## config.mk

```make
export PLATFORM = sky130hd
export DESIGN_NAME = adcc_top
export DESIGN_NICKNAME = d
export VERILOG_FILES = /design/src/adcc_clkdiv.v /design/src/adcc_top.v
export VERILOG_INCLUDE_DIRS = /design/src /design/src/src
export SDC_FILE = /design/constraint.sdc
export NUM_CORES = 1
export LEC_CHECK = 0
export ABC_AREA = 0
export BUFFER_PORTS_ARGS = -buffer_cell sky130_fd_sc_hd__buf_2
export CORE_MARGIN = 2
export CORE_UTILIZATION = 38
export DETAILED_ROUTE_END_ITERATION = 12
export GPL_ROUTABILITY_DRIVEN = 0
export GPL_TIMING_DRIVEN = 0
export SLEW_MARGIN = 30
export SYNTH_ARGS = -nofsm -noshare
export SYNTH_HDL_FRONTEND = slang
export SYNTH_SLANG_ARGS = --single-unit
export TNS_END_PERCENT = 50
```

## constraint.sdc

```tcl
create_clock -name mclk -period 4.4 [get_ports mclk]
set_clock_uncertainty 0.1 [all_clocks]
set_input_delay 0.88 -clock mclk [delete_from_list [all_inputs] [get_ports mclk]]
set_output_delay 0.88 -clock mclk [all_outputs]
set_load 0.03 [all_outputs]
```

## src/adcc_regs.vh

```
// Overview of operation
// The converter clock is the system clock divided by a power of two picked by a three-bit field; at divide by one conv_clock stays low.
// Setting the power enable bit powers up the converter so that conversions can run.
// A four-bit source field picks external or internal inputs, and a channel field picks the pin.
// An internal source disconnects the external channel path whatever the channel field holds.
// A two-bit field picks the reference, and a separate bit picks the amplifier input.
// A format bit picks how the 12-bit result lies across the high and low result registers.
// Completion raises the interrupt only when both global and converter enables are high.
// Software pulses start low-high-low; the rise resets the converter, the fall starts it.
// Busy reads high during a conversion and low at completion, after which the result is valid.
// Clearing power enable switches the converter circuits off whatever their inputs.
// The result is 12 bits wide, with all ones as the full-scale code.
// One code step is the reference divided by 4096, so input equals code times step.
// The interrupt flag stays pending until software clears it.
// A conversion takes 16 converter clocks: 4 of sampling, then 12 of conversion.
// Source codes map to external, supply ratios, amplifier ratios or ground.
// Reference code 00 is supply, 01 the reference pin, 1x the amplifier output.
// Busy rises on the start fall and the interrupt flag sets when busy clears.
`ifndef ADCC_REGS_VH
`define ADCC_REGS_VH

`define ADCC_ADDR_CTRL0      3'h0
`define ADCC_ADDR_CTRL1      3'h1
`define ADCC_ADDR_CTRL2      3'h2
`define ADCC_ADDR_RES_HIGH   3'h3
`define ADCC_ADDR_RES_LOW    3'h4
`define ADCC_ADDR_IRQ_STAT   3'h5
`define ADCC_ADDR_IRQ_EN     3'h6
`define ADCC_ADDR_IRQ_CLR    3'h7

`define ADCC_C0_START        7
`define ADCC_C0_BUSY         6
`define ADCC_C0_POWER        5
`define ADCC_C0_FORMAT       4
`define ADCC_C0_CH_MSB       3
`define ADCC_C1_SRC_MSB      7
`define ADCC_C1_SRC_LSB      4
`define ADCC_C1_CLK_MSB      2
`define ADCC_C2_PGA_EN       3
`define ADCC_C2_AMP_SEL      2
`define ADCC_C2_REF_MSB      1
`define ADCC_IRQ_DONE        0
`define ADCC_IRQ_GLOBAL      7

`define ADCC_RST_CTRL0       8'h00
`define ADCC_RST_CTRL1       8'h00
`define ADCC_RST_CTRL2       8'h00
`define ADCC_RST_IRQ_EN      8'h00

`define ADCC_RES_W           12
`define ADCC_FULL_SCALE      12'hFFF
`define ADCC_SAMPLE_CLKS     4'h4
`define ADCC_CONVERT_CLKS    4'hC

`define ADCC_ROUTE_EXT       2'h0
`define ADCC_ROUTE_SUPPLY    2'h1
`define ADCC_ROUTE_AMP       2'h2
`define ADCC_ROUTE_GND       2'h3

`define ADCC_REF_SUPPLY      2'h0
`define ADCC_REF_PIN         2'h1
`define ADCC_REF_AMP         2'h2

`endif

```

## src/adcc_clkdiv.v

```verilog
`timescale 1ns/1ps
module adcc_clkdiv (
   input  wire       mclk,
   input  wire       rst_n,
   input  wire       restart,
   input  wire [2:0] div_sel,
   output reg        tick,
   output reg        conv_clock
);

   reg  [6:0] count;
   wire [6:0] last;
   wire [6:0] half;

   // period is 2**div_sel system clocks
   assign last = (7'h01 << div_sel) - 7'h01;
   assign half = last >> 1;

   always @(posedge mclk or negedge rst_n) begin
      if (!rst_n) begin
         count      <= 7'h00;
         tick       <= 1'b0;
         conv_clock <= 1'b0;
      end else if (restart) begin
         // realigned so the first period after start is a whole one
         count      <= 7'h00;
         tick       <= 1'b0;
         conv_clock <= 1'b0;
      end else begin
         count      <= (count >= last) ? 7'h00 : count + 7'h01;
         tick       <= (count >= last);
         conv_clock <= (count >= half) && (count < last);
      end
   end

endmodule

```

## src/adcc_top.v

```verilog
`timescale 1ns/1ps
`include "adcc_regs.vh"
module adcc_top (
   input  wire        mclk,
   input  wire        reset_n,
   input  wire [2:0]  reg_addr,
   input  wire [7:0]  reg_wdata,
   input  wire        reg_wr,
   input  wire        reg_rd,
   output reg  [7:0]  reg_rdata,
   output wire        irq,
   input  wire        comp_high,
   output reg         conv_power_on,
   output wire        conv_clock,
   output reg         conv_reset,
   output reg         conv_sampling,
   output reg  [11:0] dac_code,
   output reg         ext_channel_enable,
   output reg  [3:0]  external_channel_select,
   output reg  [1:0]  input_route,
   output reg  [1:0]  input_ratio,
   output reg  [1:0]  reference_route,
   output reg         amplifier_enable,
   output reg         amplifier_input_select
);

   localparam ST_IDLE    = 2'h0;
   localparam ST_SAMPLE  = 2'h1;
   localparam ST_CONVERT = 2'h2;

   reg         rst_meta;
   reg         rst_sync;
   wire        rst_n;

   reg         start_bit;
   reg         start_prev;
   reg         converter_power_enable;
   reg         result_format_select;
   reg  [3:0]  channel_field;
   reg  [3:0]  input_source_select;
   reg  [2:0]  conv_clock_select;
   reg         pga_enable_bit;
   reg         amp_sel_bit;
   reg  [1:0]  reference_source_select;
   reg         converter_irq_enable;
   reg         global_irq_enable;
   reg         converter_irq_flag;
   reg         conversion_busy_flag;
   reg  [1:0]  state;
   reg  [3:0]  period_cnt;
   reg  [11:0] sar;
   reg  [11:0] bit_mask;
   reg  [11:0] result;
   reg         done;

   reg  [1:0]  next_state;
   reg  [3:0]  next_period_cnt;
   reg  [11:0] next_sar;
   reg  [11:0] next_bit_mask;
   reg  [11:0] next_result;
   reg         next_busy;
   reg         next_done;
   reg  [1:0]  next_route;
   reg  [1:0]  next_ratio;
   reg  [7:0]  next_rdata;

   wire        wr_ctrl0;
   wire        wr_ctrl1;
   wire        wr_ctrl2;
   wire        wr_irq_en;
   wire        wr_irq_clr;
   wire        start_rise;
   wire        start_fall;
   wire        tick;
   wire [7:0]  res_high;
   wire [7:0]  res_low;

   always @(posedge mclk or negedge reset_n) begin
      if (!reset_n) begin
         rst_meta <= 1'b0;
         rst_sync <= 1'b0;
      end else begin
         rst_meta <= 1'b1;
         rst_sync <= rst_meta;
      end
   end

   assign rst_n = rst_sync;

   assign wr_ctrl0   = reg_wr && (reg_addr == `ADCC_ADDR_CTRL0);
   assign wr_ctrl1   = reg_wr && (reg_addr == `ADCC_ADDR_CTRL1);
   assign wr_ctrl2   = reg_wr && (reg_addr == `ADCC_ADDR_CTRL2);
   assign wr_irq_en  = reg_wr && (reg_addr == `ADCC_ADDR_IRQ_EN);
   assign wr_irq_clr = reg_wr && (reg_addr == `ADCC_ADDR_IRQ_CLR);

   always @(posedge mclk or negedge rst_n) begin
      if (!rst_n) begin
         start_bit               <= 1'b0;
         converter_power_enable  <= 1'b0;
         result_format_select    <= 1'b0;
         channel_field           <= 4'h0;
         input_source_select     <= 4'h0;
         conv_clock_select       <= 3'h0;
         pga_enable_bit          <= 1'b0;
         amp_sel_bit             <= 1'b0;
         reference_source_select <= 2'h0;
         converter_irq_enable    <= 1'b0;
         global_irq_enable       <= 1'b0;
      end else begin
         if (wr_ctrl0) begin
            start_bit              <= reg_wdata[`ADCC_C0_START];
            // power enable steers the core supply and conversion gating
            converter_power_enable <= reg_wdata[`ADCC_C0_POWER];
            result_format_select   <= reg_wdata[`ADCC_C0_FORMAT];
            channel_field          <= reg_wdata[`ADCC_C0_CH_MSB:0];
         end
         if (wr_ctrl1) begin
            input_source_select <= reg_wdata[`ADCC_C1_SRC_MSB:`ADCC_C1_SRC_LSB];
            conv_clock_select   <= reg_wdata[`ADCC_C1_CLK_MSB:0];
         end
         if (wr_ctrl2) begin
            pga_enable_bit          <= reg_wdata[`ADCC_C2_PGA_EN];
            amp_sel_bit             <= reg_wdata[`ADCC_C2_AMP_SEL];
            reference_source_select <= reg_wdata[`ADCC_C2_REF_MSB:0];
         end
         if (wr_irq_en) begin
            converter_irq_enable <= reg_wdata[`ADCC_IRQ_DONE];
            global_irq_enable    <= reg_wdata[`ADCC_IRQ_GLOBAL];
         end
      end
   end

   // start edges
   assign start_rise = start_bit && !start_prev;
   assign start_fall = !start_bit && start_prev;

   always @(posedge mclk or negedge rst_n) begin
      if (!rst_n) begin
         start_prev <= 1'b0;
      end else begin
         start_prev <= start_bit;
      end
   end

   // converter clock divider
   adcc_clkdiv u_clkdiv (
      .mclk       (mclk),
      .rst_n      (rst_n),
      .restart    (start_fall),
      .div_sel    (conv_clock_select),
      .tick       (tick),
      .conv_clock (conv_clock)
   );

   always @* begin
      next_state      = state;
      next_period_cnt = period_cnt;
      next_sar        = sar;
      next_bit_mask   = bit_mask;
      next_result     = result;
      next_busy       = conversion_busy_flag;
      next_done       = 1'b0;
      case (state)
         ST_IDLE: begin
            // busy rises on start fall
            if (start_fall && converter_power_enable) begin
               next_state      = ST_SAMPLE;
               next_period_cnt = 4'h0;
               next_sar        = 12'h000;
               next_bit_mask   = 12'h800;
               next_busy       = 1'b1;
            end
         end
         ST_SAMPLE: begin
            // four sampling periods
            if (tick) begin
               if (period_cnt == `ADCC_SAMPLE_CLKS - 4'h1) begin
                  next_state      = ST_CONVERT;
                  next_period_cnt = 4'h0;
               end else begin
                  next_period_cnt = period_cnt + 4'h1;
               end
            end
         end
         ST_CONVERT: begin
            // twelve conversion periods, one bit each, msb first
            if (tick) begin
               next_sar        = comp_high ? (sar | bit_mask) : sar;
               next_bit_mask   = bit_mask >> 1;
               next_period_cnt = period_cnt + 4'h1;
               if (period_cnt == `ADCC_CONVERT_CLKS - 4'h1) begin
                  // code lands in 12 bits
                  next_result = comp_high ? (sar | bit_mask) : sar;
                  next_state  = ST_IDLE;
                  // busy falls at completion
                  next_busy   = 1'b0;
                  next_done   = 1'b1;
               end
            end
         end
         default: begin
            next_state = ST_IDLE;
            next_busy  = 1'b0;
         end
      endcase
      // rise resets the converter
      if (start_rise || !converter_power_enable) begin
         next_state      = ST_IDLE;
         next_period_cnt = 4'h0;
         next_sar        = 12'h000;
         next_bit_mask   = 12'h000;
         next_busy       = 1'b0;
         next_done       = 1'b0;
      end
   end

   always @(posedge mclk or negedge rst_n) begin
      if (!rst_n) begin
         state                <= ST_IDLE;
         period_cnt           <= 4'h0;
         sar                  <= 12'h000;
         bit_mask             <= 12'h000;
         result               <= 12'h000;
         conversion_busy_flag <= 1'b0;
         done                 <= 1'b0;
      end else begin
         state                <= next_state;
         period_cnt           <= next_period_cnt;
         sar                  <= next_sar;
         bit_mask             <= next_bit_mask;
         result               <= next_result;
         conversion_busy_flag <= next_busy;
         done                 <= next_done;
      end
   end

   // flag held until cleared; a completion in the clear cycle wins
   always @(posedge mclk or negedge rst_n) begin
      if (!rst_n) begin
         converter_irq_flag <= 1'b0;
      end else if (done) begin
         converter_irq_flag <= 1'b1;
      end else if (wr_irq_clr && reg_wdata[`ADCC_IRQ_DONE]) begin
         converter_irq_flag <= 1'b0;
      end
   end

   // both enables gate the request
   assign irq = converter_irq_flag && converter_irq_enable && global_irq_enable;

   // source decode
   always @* begin
      next_ratio = 2'h0;
      case (input_source_select)
         4'h1, 4'h2, 4'h3: begin
            next_route = `ADCC_ROUTE_SUPPLY;
            next_ratio = input_source_select[1:0] - 2'h1;
         end
         4'h5, 4'h6, 4'h7: begin
            next_route = `ADCC_ROUTE_AMP;
            next_ratio = input_source_select[1:0] - 2'h1;
         end
         4'h8, 4'h9, 4'hA, 4'hB: begin
            next_route = `ADCC_ROUTE_GND;
         end
         default: begin
            next_route = `ADCC_ROUTE_EXT;
         end
      endcase
   end

   // core control outputs held in flops so the analog side sees clean levels
   always @(posedge mclk or negedge rst_n) begin
      if (!rst_n) begin
         conv_power_on           <= 1'b0;
         conv_reset              <= 1'b0;
         conv_sampling           <= 1'b0;
         dac_code                <= 12'h000;
         ext_channel_enable      <= 1'b0;
         external_channel_select <= 4'h0;
         input_route             <= `ADCC_ROUTE_GND;
         input_ratio             <= 2'h0;
         reference_route         <= `ADCC_REF_SUPPLY;
         amplifier_enable        <= 1'b0;
         amplifier_input_select  <= 1'b0;
      end else begin
         // power up
         // power off gates sampling, the external path, the input route and the amplifier enable
         conv_power_on          <= converter_power_enable;
         conv_reset             <= start_bit;
         conv_sampling          <= converter_power_enable && (next_state == ST_SAMPLE);
         dac_code               <= next_sar | next_bit_mask;
         // channel field feeds the external mux
         external_channel_select <= channel_field;
         // internal source cuts the external path
         ext_channel_enable     <= converter_power_enable && (next_route == `ADCC_ROUTE_EXT);
         input_route            <= converter_power_enable ? next_route : `ADCC_ROUTE_GND;
         input_ratio            <= next_ratio;
         // reference decode
         if (reference_source_select[1]) begin
            reference_route <= `ADCC_REF_AMP;
         end else if (reference_source_select[0]) begin
            reference_route <= `ADCC_REF_PIN;
         end else begin
            reference_route <= `ADCC_REF_SUPPLY;
         end
         // amplifier enable and input pick
         amplifier_enable       <= converter_power_enable && pga_enable_bit;
         amplifier_input_select <= amp_sel_bit;
      end
   end

   // result arrangement; R12 code is input over reference times 4096
   assign res_high = result_format_select ? {4'h0, result[11:8]} : result[11:4];
   assign res_low  = result_format_select ? result[7:0] : {result[3:0], 4'h0};

   always @* begin
      case (reg_addr)
         `ADCC_ADDR_CTRL0: begin
            next_rdata = {start_bit, conversion_busy_flag, converter_power_enable,
                          result_format_select, channel_field};
         end
         `ADCC_ADDR_CTRL1: begin
            next_rdata = {input_source_select, 1'b0, conv_clock_select};
         end
         `ADCC_ADDR_CTRL2: begin
            next_rdata = {4'h0, pga_enable_bit, amp_sel_bit, reference_source_select};
         end
         `ADCC_ADDR_RES_HIGH: begin
            next_rdata = res_high;
         end
         `ADCC_ADDR_RES_LOW: begin
            next_rdata = res_low;
         end
         `ADCC_ADDR_IRQ_STAT: begin
            next_rdata = {7'h00, converter_irq_flag};
         end
         `ADCC_ADDR_IRQ_EN: begin
            next_rdata = {global_irq_enable, 6'h00, converter_irq_enable};
         end
         default: begin
            next_rdata = 8'h00;
         end
      endcase
   end

   // busy visible in the first control register
   always @(posedge mclk or negedge rst_n) begin
      if (!rst_n) begin
         reg_rdata <= 8'h00;
      end else if (reg_rd) begin
         reg_rdata <= next_rdata;
      end else begin
         reg_rdata <= 8'h00;
      end
   end

endmodule

```

==> metrics.cfg, run 1 <==
[placement]
dp_slack_ns = 2.08
io_buffers = 52
dp_hpwl_um = 8300
dpl_cell_area_mm2 = 0.00564
placedCellCount = 705

[die]
die_x_um = 120
start_util = 0.388
die_y_um = 120
rows = 42
design.die.area_mm2 = 0.0144
core_mm2 = 0.0132
io-pin-count = 54

[cells_and_area]
n_antenna_cell = 0
final_cell_area_mm2 = 0.00596
drive_above_1_share = 0.218
final_nets = 575
final_cells = 721
fin_util = 0.452
nFillCells = 1274
syn2layout_area_growth_pct = 16.3

[grt]
grt_pass1_wl_um = 19200
grt_pass1_vias = 3796
gr-total-overflow = 0
grt_max_degree = 45
grt_antenna_before_repair = 0
grt.total_usage = 0.169

[detailed_routing]
ant_nets = 0
routed_wl_um = 11400
first_pass_iters = 5
viasPerCell = 5.22
vias = 3764
drc = 0
drt_iter0_markers = 186
wl_per_cell_um = 15.8

[critical_path]
startpoint_type = flop
reg2reg_slack_ns = 2.10
crit_fanout = 8
critPathRequiredTime_ns = 4.58
worstPathArrival_ns = 2.48
worstSetupEndpointType = flop
critical_path_class = flop to flop

[timing]
rsz0062_at_grt = false
max_freq_mhz = 435
maxSlewHeadroom = 0.589
hold_violations = 0
fin_crit_sh = 0.522
hold-worst-slack_ns = 0.186
fin_tns_setup_ns = 0
finalMaxSlewViolations = 0
fin_crit_ns = 2.30
finalSetupViolations = 0
setup_ws_ns = 2.10
worstMarginPinSlew_ns = 0.612

[synth]
syn_inst = 475
synth_ff_type = dfrtp_1
synth-seq-area-share = 0.548
synth_commonest_cells = dfrtp_1, nor2_1, a21oi_1, nand2_1, o21ai_0
yosys_warnings = 0
synth_edf_count = 0
ys_ff_latch = 112
synth_cell_types = 54
synth_area_leader_cell = dfrtp_1
async_reset_ff_frac = 1.00
syn_avg_cell_area_um2 = 10.8
netlist_area_mm2 = 0.00512
synthesis.nets = 510
yosysTopAreaCellShare = 0.538
netlist_top_cells_area = dfrtp_1, ha_1, mux2_2, a21oi_1, nor2_1
yosys.cell_count.top_type = dfrtp_1

[power]
total_power_mw = 2.77
powerDensity_mw_per_mm2 = 465
p_leak_nw = 2.76
peakVddDrop_mv = 0.187

[clocking]
cts_num_sinks = 112
cts_buffers = 9
cts_setup_buffers = 0
hold_buffers = 0
htree_num_levels = 3
clk_pin_slew_ns = 0.08
cts_tree = yes
clk_latency_ns = 0.36
cts_buffer_depth = 2
cts-resized-gates = 0
cts-root-buf = clkbuf_16

[run_status]
status = finished, final reports clean

[run]
maxCapViolCount = 0

[hold_path]
min_path_type = primary input to async pin

[cell usage in the layout, fill, tap and decap left out, types with 4 or more instances in the layout]
cell and n:
nand2_1 32, clkbuf_1 9, a22oi_1 21, inv_1 9
clkbuf_16 9, o22ai_1 12, a211oi_1 4, o21ai_0 27
buf_2 66, dfrtp_1 109, ha_1 19, mux2_2 20
and3_1 4, nor2b_1 12, nand3_1 11, nor3_1 5
a21oi_1 42, and3b_1 4, o21a_1 4, nor2_1 46
mux2i_1 6, xnor2_1 5, and2_1 6
[layer usage]
metal	global-route usage	vias to the layer above	share of wire
li1	-	1826	-
met1	0.238	1857	0.49
met2	0.256	68	0.46
met3	0.0323	13	0.035
met4	0.0721	0	0.017
met5	0	-	0
[area by class of cell]
class / instances / area (um^2) / area share
multi-input cells: 331 / 2180 / 0.365
flip-flops and latches: 112 / 2810 / 0.472
well taps: 176 / 220 / 0.0370
clock inverters: 7 / 87.6 / 0.0147
inverters: 9 / 33.8 / 0.00567
repair buffers: 54 / 300 / 0.0504
plain buffers: 23 / 104 / 0.0174
clock buffers: 9 / 225 / 0.0378
[power breakdown]
part / total (mW) / internal (mW) / switching, mW / leakage, nW
logic: 0.665 / 0.250 / 0.415 / 1.13
clock network: 0.858 / 0.455 / 0.403 / 0.148
registers: 1.25 / 1.14 / 0.108 / 1.48
[path summary, 6_finish.rpt]
kind	endpoint	startpoint	depth (start not counted)
setup / recovery	u_clkdiv.count[3]$_DFF_PN0_	conv_clock_select[1]$_DFFE_PN0P_	8
hold / removal	rst_n$_DFF_PN0_	reset_n	1
setup reg to reg	u_clkdiv.count[3]$_DFF_PN0_	conv_clock_select[1]$_DFFE_PN0P_	8
hold reg to reg	dac_code[0]$_DFF_PN0_	rst_n$_DFF_PN0_	0
max in group asynchronous	input_source_select[1]$_DFFE_PN0P_	rst_n$_DFF_PN0_	2
min in group mclk	rst_n$_DFF_PN0_	rst_meta$_DFF_PN0_	0
[registers in the layout (all words and copies together), names as in the netlist, 2 cells and up]
name,cells
bit_mask,12
dac_code,12
result,12
sar,12
reg_rdata,8
u_clkdiv.count,7
channel_field,4
external_channel_select,4
input_source_select,4
period_cnt,4
conv_clock_select,3
input_ratio,2
input_route,2
reference_route,2
reference_source_select,2
state,2
[cells by family (layout without fill, tap and decap cells)]
group,after synthesis,in the layout,share of synthesized area
simple gates,142,142,0.142
compound gates,135,135,0.166
mux,26,26,0.0557
flops,112,112,0.548
xor+xnor,8,8,0.0137
other cells,1,1,0.000732
fa+ha+maj,19,19,0.0464
buf+inv,32,102,0.0269
[worst max-delay path: stages, from the launching register on]
cell and delay, ns:
dfrtp_1 0.48, or2_2 0.35, inv_1 0.07, ha_1 0.23, nor2b_1 0.15, o31a_1 0.27
nor3_4 0.23, o21ai_4 0.14, nor3b_2 0.20
Note: power is estimated with default switching activity, not from simulation.
==> run 2, diff against run 1 <==
==> constraint.sdc (replaced) <==
create_clock -name mclk -period 2.3 [get_ports mclk]
set_clock_uncertainty 0.1 [all_clocks]
set_input_delay 0.46 -clock mclk [delete_from_list [all_inputs] [get_ports mclk]]
set_output_delay 0.46 -clock mclk [all_outputs]
set_load 0.03 [all_outputs]
==> run 2 against run 1 <==
Compared with the run above: register-to-register slack lost 2.0 ns; count of clock-buffer cells in the layout up 1; sequential share of layout area is 0.22 points lower; core utilization rose by 0.26 points; setup slack lost 2.0 ns; flip-flop and latch count is the same; first-iteration DRC count increased by 72%; clock power rose by 82%; critical endpoint unchanged; largest power group unchanged.
==> metrics.cfg, run 2 (same netlist as run 1, synthesis figures left out) <==
[clocking]
cts_buffer_depth = 2  ; unchanged
htree_num_levels = 3  ; unchanged
cts_num_sinks = 112  ; unchanged
cts_tree = yes  ; unchanged
cts-root-buf = clkbuf_16  ; unchanged
clk_pin_slew_ns = 0.07  ; was 0.08 ns
cts_buffers = 9  ; unchanged
clk_latency_ns = 0.36  ; about the same

[power]
intPower_mw = 3.54  ; was 1.85 mW
clockPowerShare = 0.297  ; was 0.309
p_switching_mw = 1.72  ; was 0.926 mW
p_leak_nw = 2.78  ; was 2.76 nW
p_comb_frac = 0.250  ; was 0.240
pwr-share-seq = 0.453  ; was 0.451
peakVddDrop_mv = 0.481  ; was 0.187 mV
netSwitchingFraction = 0.327  ; was 0.334
powerDensity_mw_per_mm2 = 878  ; was 465 mW/mm^2

[die]
core_mm2 = 0.0132  ; unchanged
die_y_um = 120  ; unchanged
rows = 42  ; unchanged
start_util = 0.388  ; unchanged
die_x_um = 120  ; unchanged
io-pin-count = 54  ; unchanged
design.die.area_mm2 = 0.0144  ; unchanged

[detailed_routing]
vias = 3800  ; was 3764
drc = 0  ; unchanged
routed_wl_um = 11600  ; was 11400 um
wl_per_cell_um = 16.0  ; was 15.8 um
drt_iter0_markers = 319  ; was 186
viasPerCell = 5.23  ; was 5.22
ant_nets = 0  ; unchanged
first_pass_iters = 4  ; was 5

[critical_path]
crit_fanout = 8  ; unchanged
critical_path_class = flop to flop  ; unchanged
worstPathArrival_ns = 2.37  ; was 2.48 ns
critPathRequiredTime_ns = 2.48  ; was 4.58 ns
crit_path_top_delay_cell = dfrtp_2  ; was dfrtp_1
reg2reg_slack_ns = 0.11  ; was 2.10 ns
crit_chain = or2_2 -> inv_1 -> ha_1 -> nor2b_1 -> o31a_1 -> nor3_4 -> o21ai_4 -> nor3b_2  ; unchanged
max_stage_delay_ns = 0.45  ; was 0.48 ns
ff2ff_path_depth = 8  ; unchanged
worstSetupEndpointType = flop  ; unchanged
startpoint_type = flop  ; unchanged
r2r-end = u_clkdiv.count[3]$_DFF_PN0_  ; unchanged
r2r_start = conv_clock_select[1]$_DFFE_PN0P_  ; unchanged

[placement]
io_buffers = 52  ; unchanged
dp_hpwl_um = 8370  ; was 8300 um
placedCellCount = 705  ; unchanged

[cells_and_area]
multiInputGateArea_mm2 = 0.00218  ; unchanged
n_antenna_cell = 0  ; unchanged
final_nets = 580  ; was 575
final_common_cell = dfrtp_1  ; unchanged
final_cell_mix = dfrtp_1, buf_2, nor2_1  ; unchanged
drive_above_1_share = 0.225  ; was 0.218
seq_area_mm2 = 0.00281  ; about the same
final_cells = 726  ; was 721
syn2layout_area_growth_pct = 17.0  ; was 16.3%
nFillCells = 1242  ; was 1274

[grt]
gr-total-overflow = 0  ; unchanged
grt_pass1_vias = 3787  ; was 3796
grt.total_usage = 0.171  ; was 0.169
grt_antenna_before_repair = 0  ; unchanged
grt_max_degree = 52  ; was 45
grt_pass1_wl_um = 19100  ; was 19200 um

[timing]
max_freq_mhz = 457  ; was 435 MHz
hold_violations = 0  ; unchanged
fin_crit_ns = 2.19  ; was 2.30 ns
rsz0062_at_grt = false  ; unchanged
fin_crit_sh = 0.951  ; was 0.522
worstMarginPinSlew_ns = 0.677  ; was 0.612 ns
fin_tns_setup_ns = 0  ; unchanged
finalMaxSlewViolations = 0  ; unchanged
maxSlewHeadroom = 0.546  ; was 0.589
finalSetupViolations = 0  ; unchanged

[run]
maxCapViolCount = 0  ; unchanged

[run_status]
status = finished, final reports clean  ; unchanged

[hold_path]
min_path_type = flop to async pin  ; was primary input to async pin

==> run 2: per-stage QoR <==
stage | worst slack [ns] | power (mW) | hold WS [ns] | area (um^2) | util
3_5_place_dp | 0.0267 | 3.71 | 0.119 | 5650 | 0.428
6_report | 0.112 | 5.26 | 0.114 | 5990 | 0.454
3_3_place_gp | -0.275 | 3.66 | 0.145 | 5600 | 0.425
5_1_grt | 0.00447 | 5.56 | 0.143 | 5990 | 0.454
4_1_cts | 0.0131 | 5.28 | 0.129 | 5960 | 0.452
2_1_floorplan | 0.196 | 3.33 | 0.0644 | 5120 | -
==> run 2: final cells by class <==
class                   count  share of cell area
well taps                 176              0.0368
multi-input cells         331               0.363
clock buffers              10              0.0382
clock inverters             6              0.0113
flip-flops and latches    112               0.469
inverters                   9             0.00564
repair buffers             59              0.0581
plain buffers              23              0.0173
==> run 2: what timing repair did <==
item	CTS	global route
resized for setup	0	2
setup buffers	0	4
hold endpoints to repair	2	0
setup endpoints to repair	0	9
hold buffers	1	0
==> run 2: how the worst max path moves through the flow <==
stage,start,endpoint,cells past startpoint
2_1_floorplan,conv_clock_select[1]$_DFFE_PN0P_,u_clkdiv.count[3]$_DFF_PN0_,8
3_3_place_gp,rst_n$_DFF_PN0_,ext_channel_enable$_DFF_PN0_,0
3_5_place_dp,conv_clock_select[1]$_DFFE_PN0P_,u_clkdiv.count[6]$_DFF_PN0_,8
4_1_cts,conv_clock_select[1]$_DFFE_PN0P_,u_clkdiv.count[3]$_DFF_PN0_,8
5_1_grt,conv_clock_select[1]$_DFFE_PN0P_,u_clkdiv.count[3]$_DFF_PN0_,8
6_report,conv_clock_select[1]$_DFFE_PN0P_,u_clkdiv.count[3]$_DFF_PN0_,8
==> run 2: per-layer routing <==
metal / global-route usage / part of all wire / up-vias
li1: - / - / 1826
met1: 0.229 / 0.47 / 1874
met2: 0.265 / 0.46 / 94
met3: 0.0494 / 0.054 / 6
met4: 0.0588 / 0.011 / 0
met5: 0 / 0 / -
==> run 2: worst max-delay path: cells and delay by family, from the launching register on <==
kind                     cells  cell delay, ns
adder cells (fa/ha/maj)      1            0.24
AND/OR/NAND/NOR              4            0.84
AO/OA/AOI/OAI                2            0.40
flip-flops                   1            0.45
buffers and inverters        1            0.07
==> run 2: power by group through the flow <==
stage	combinational, mW	clock [mW]	sequential [mW]
floorplan	0.767	0	2.57
global placement	1.22	0	2.45
detailed placement	1.29	0	2.42
CTS	1.30	1.60	2.39
global route	1.46	1.69	2.41
finish	1.32	1.56	2.38
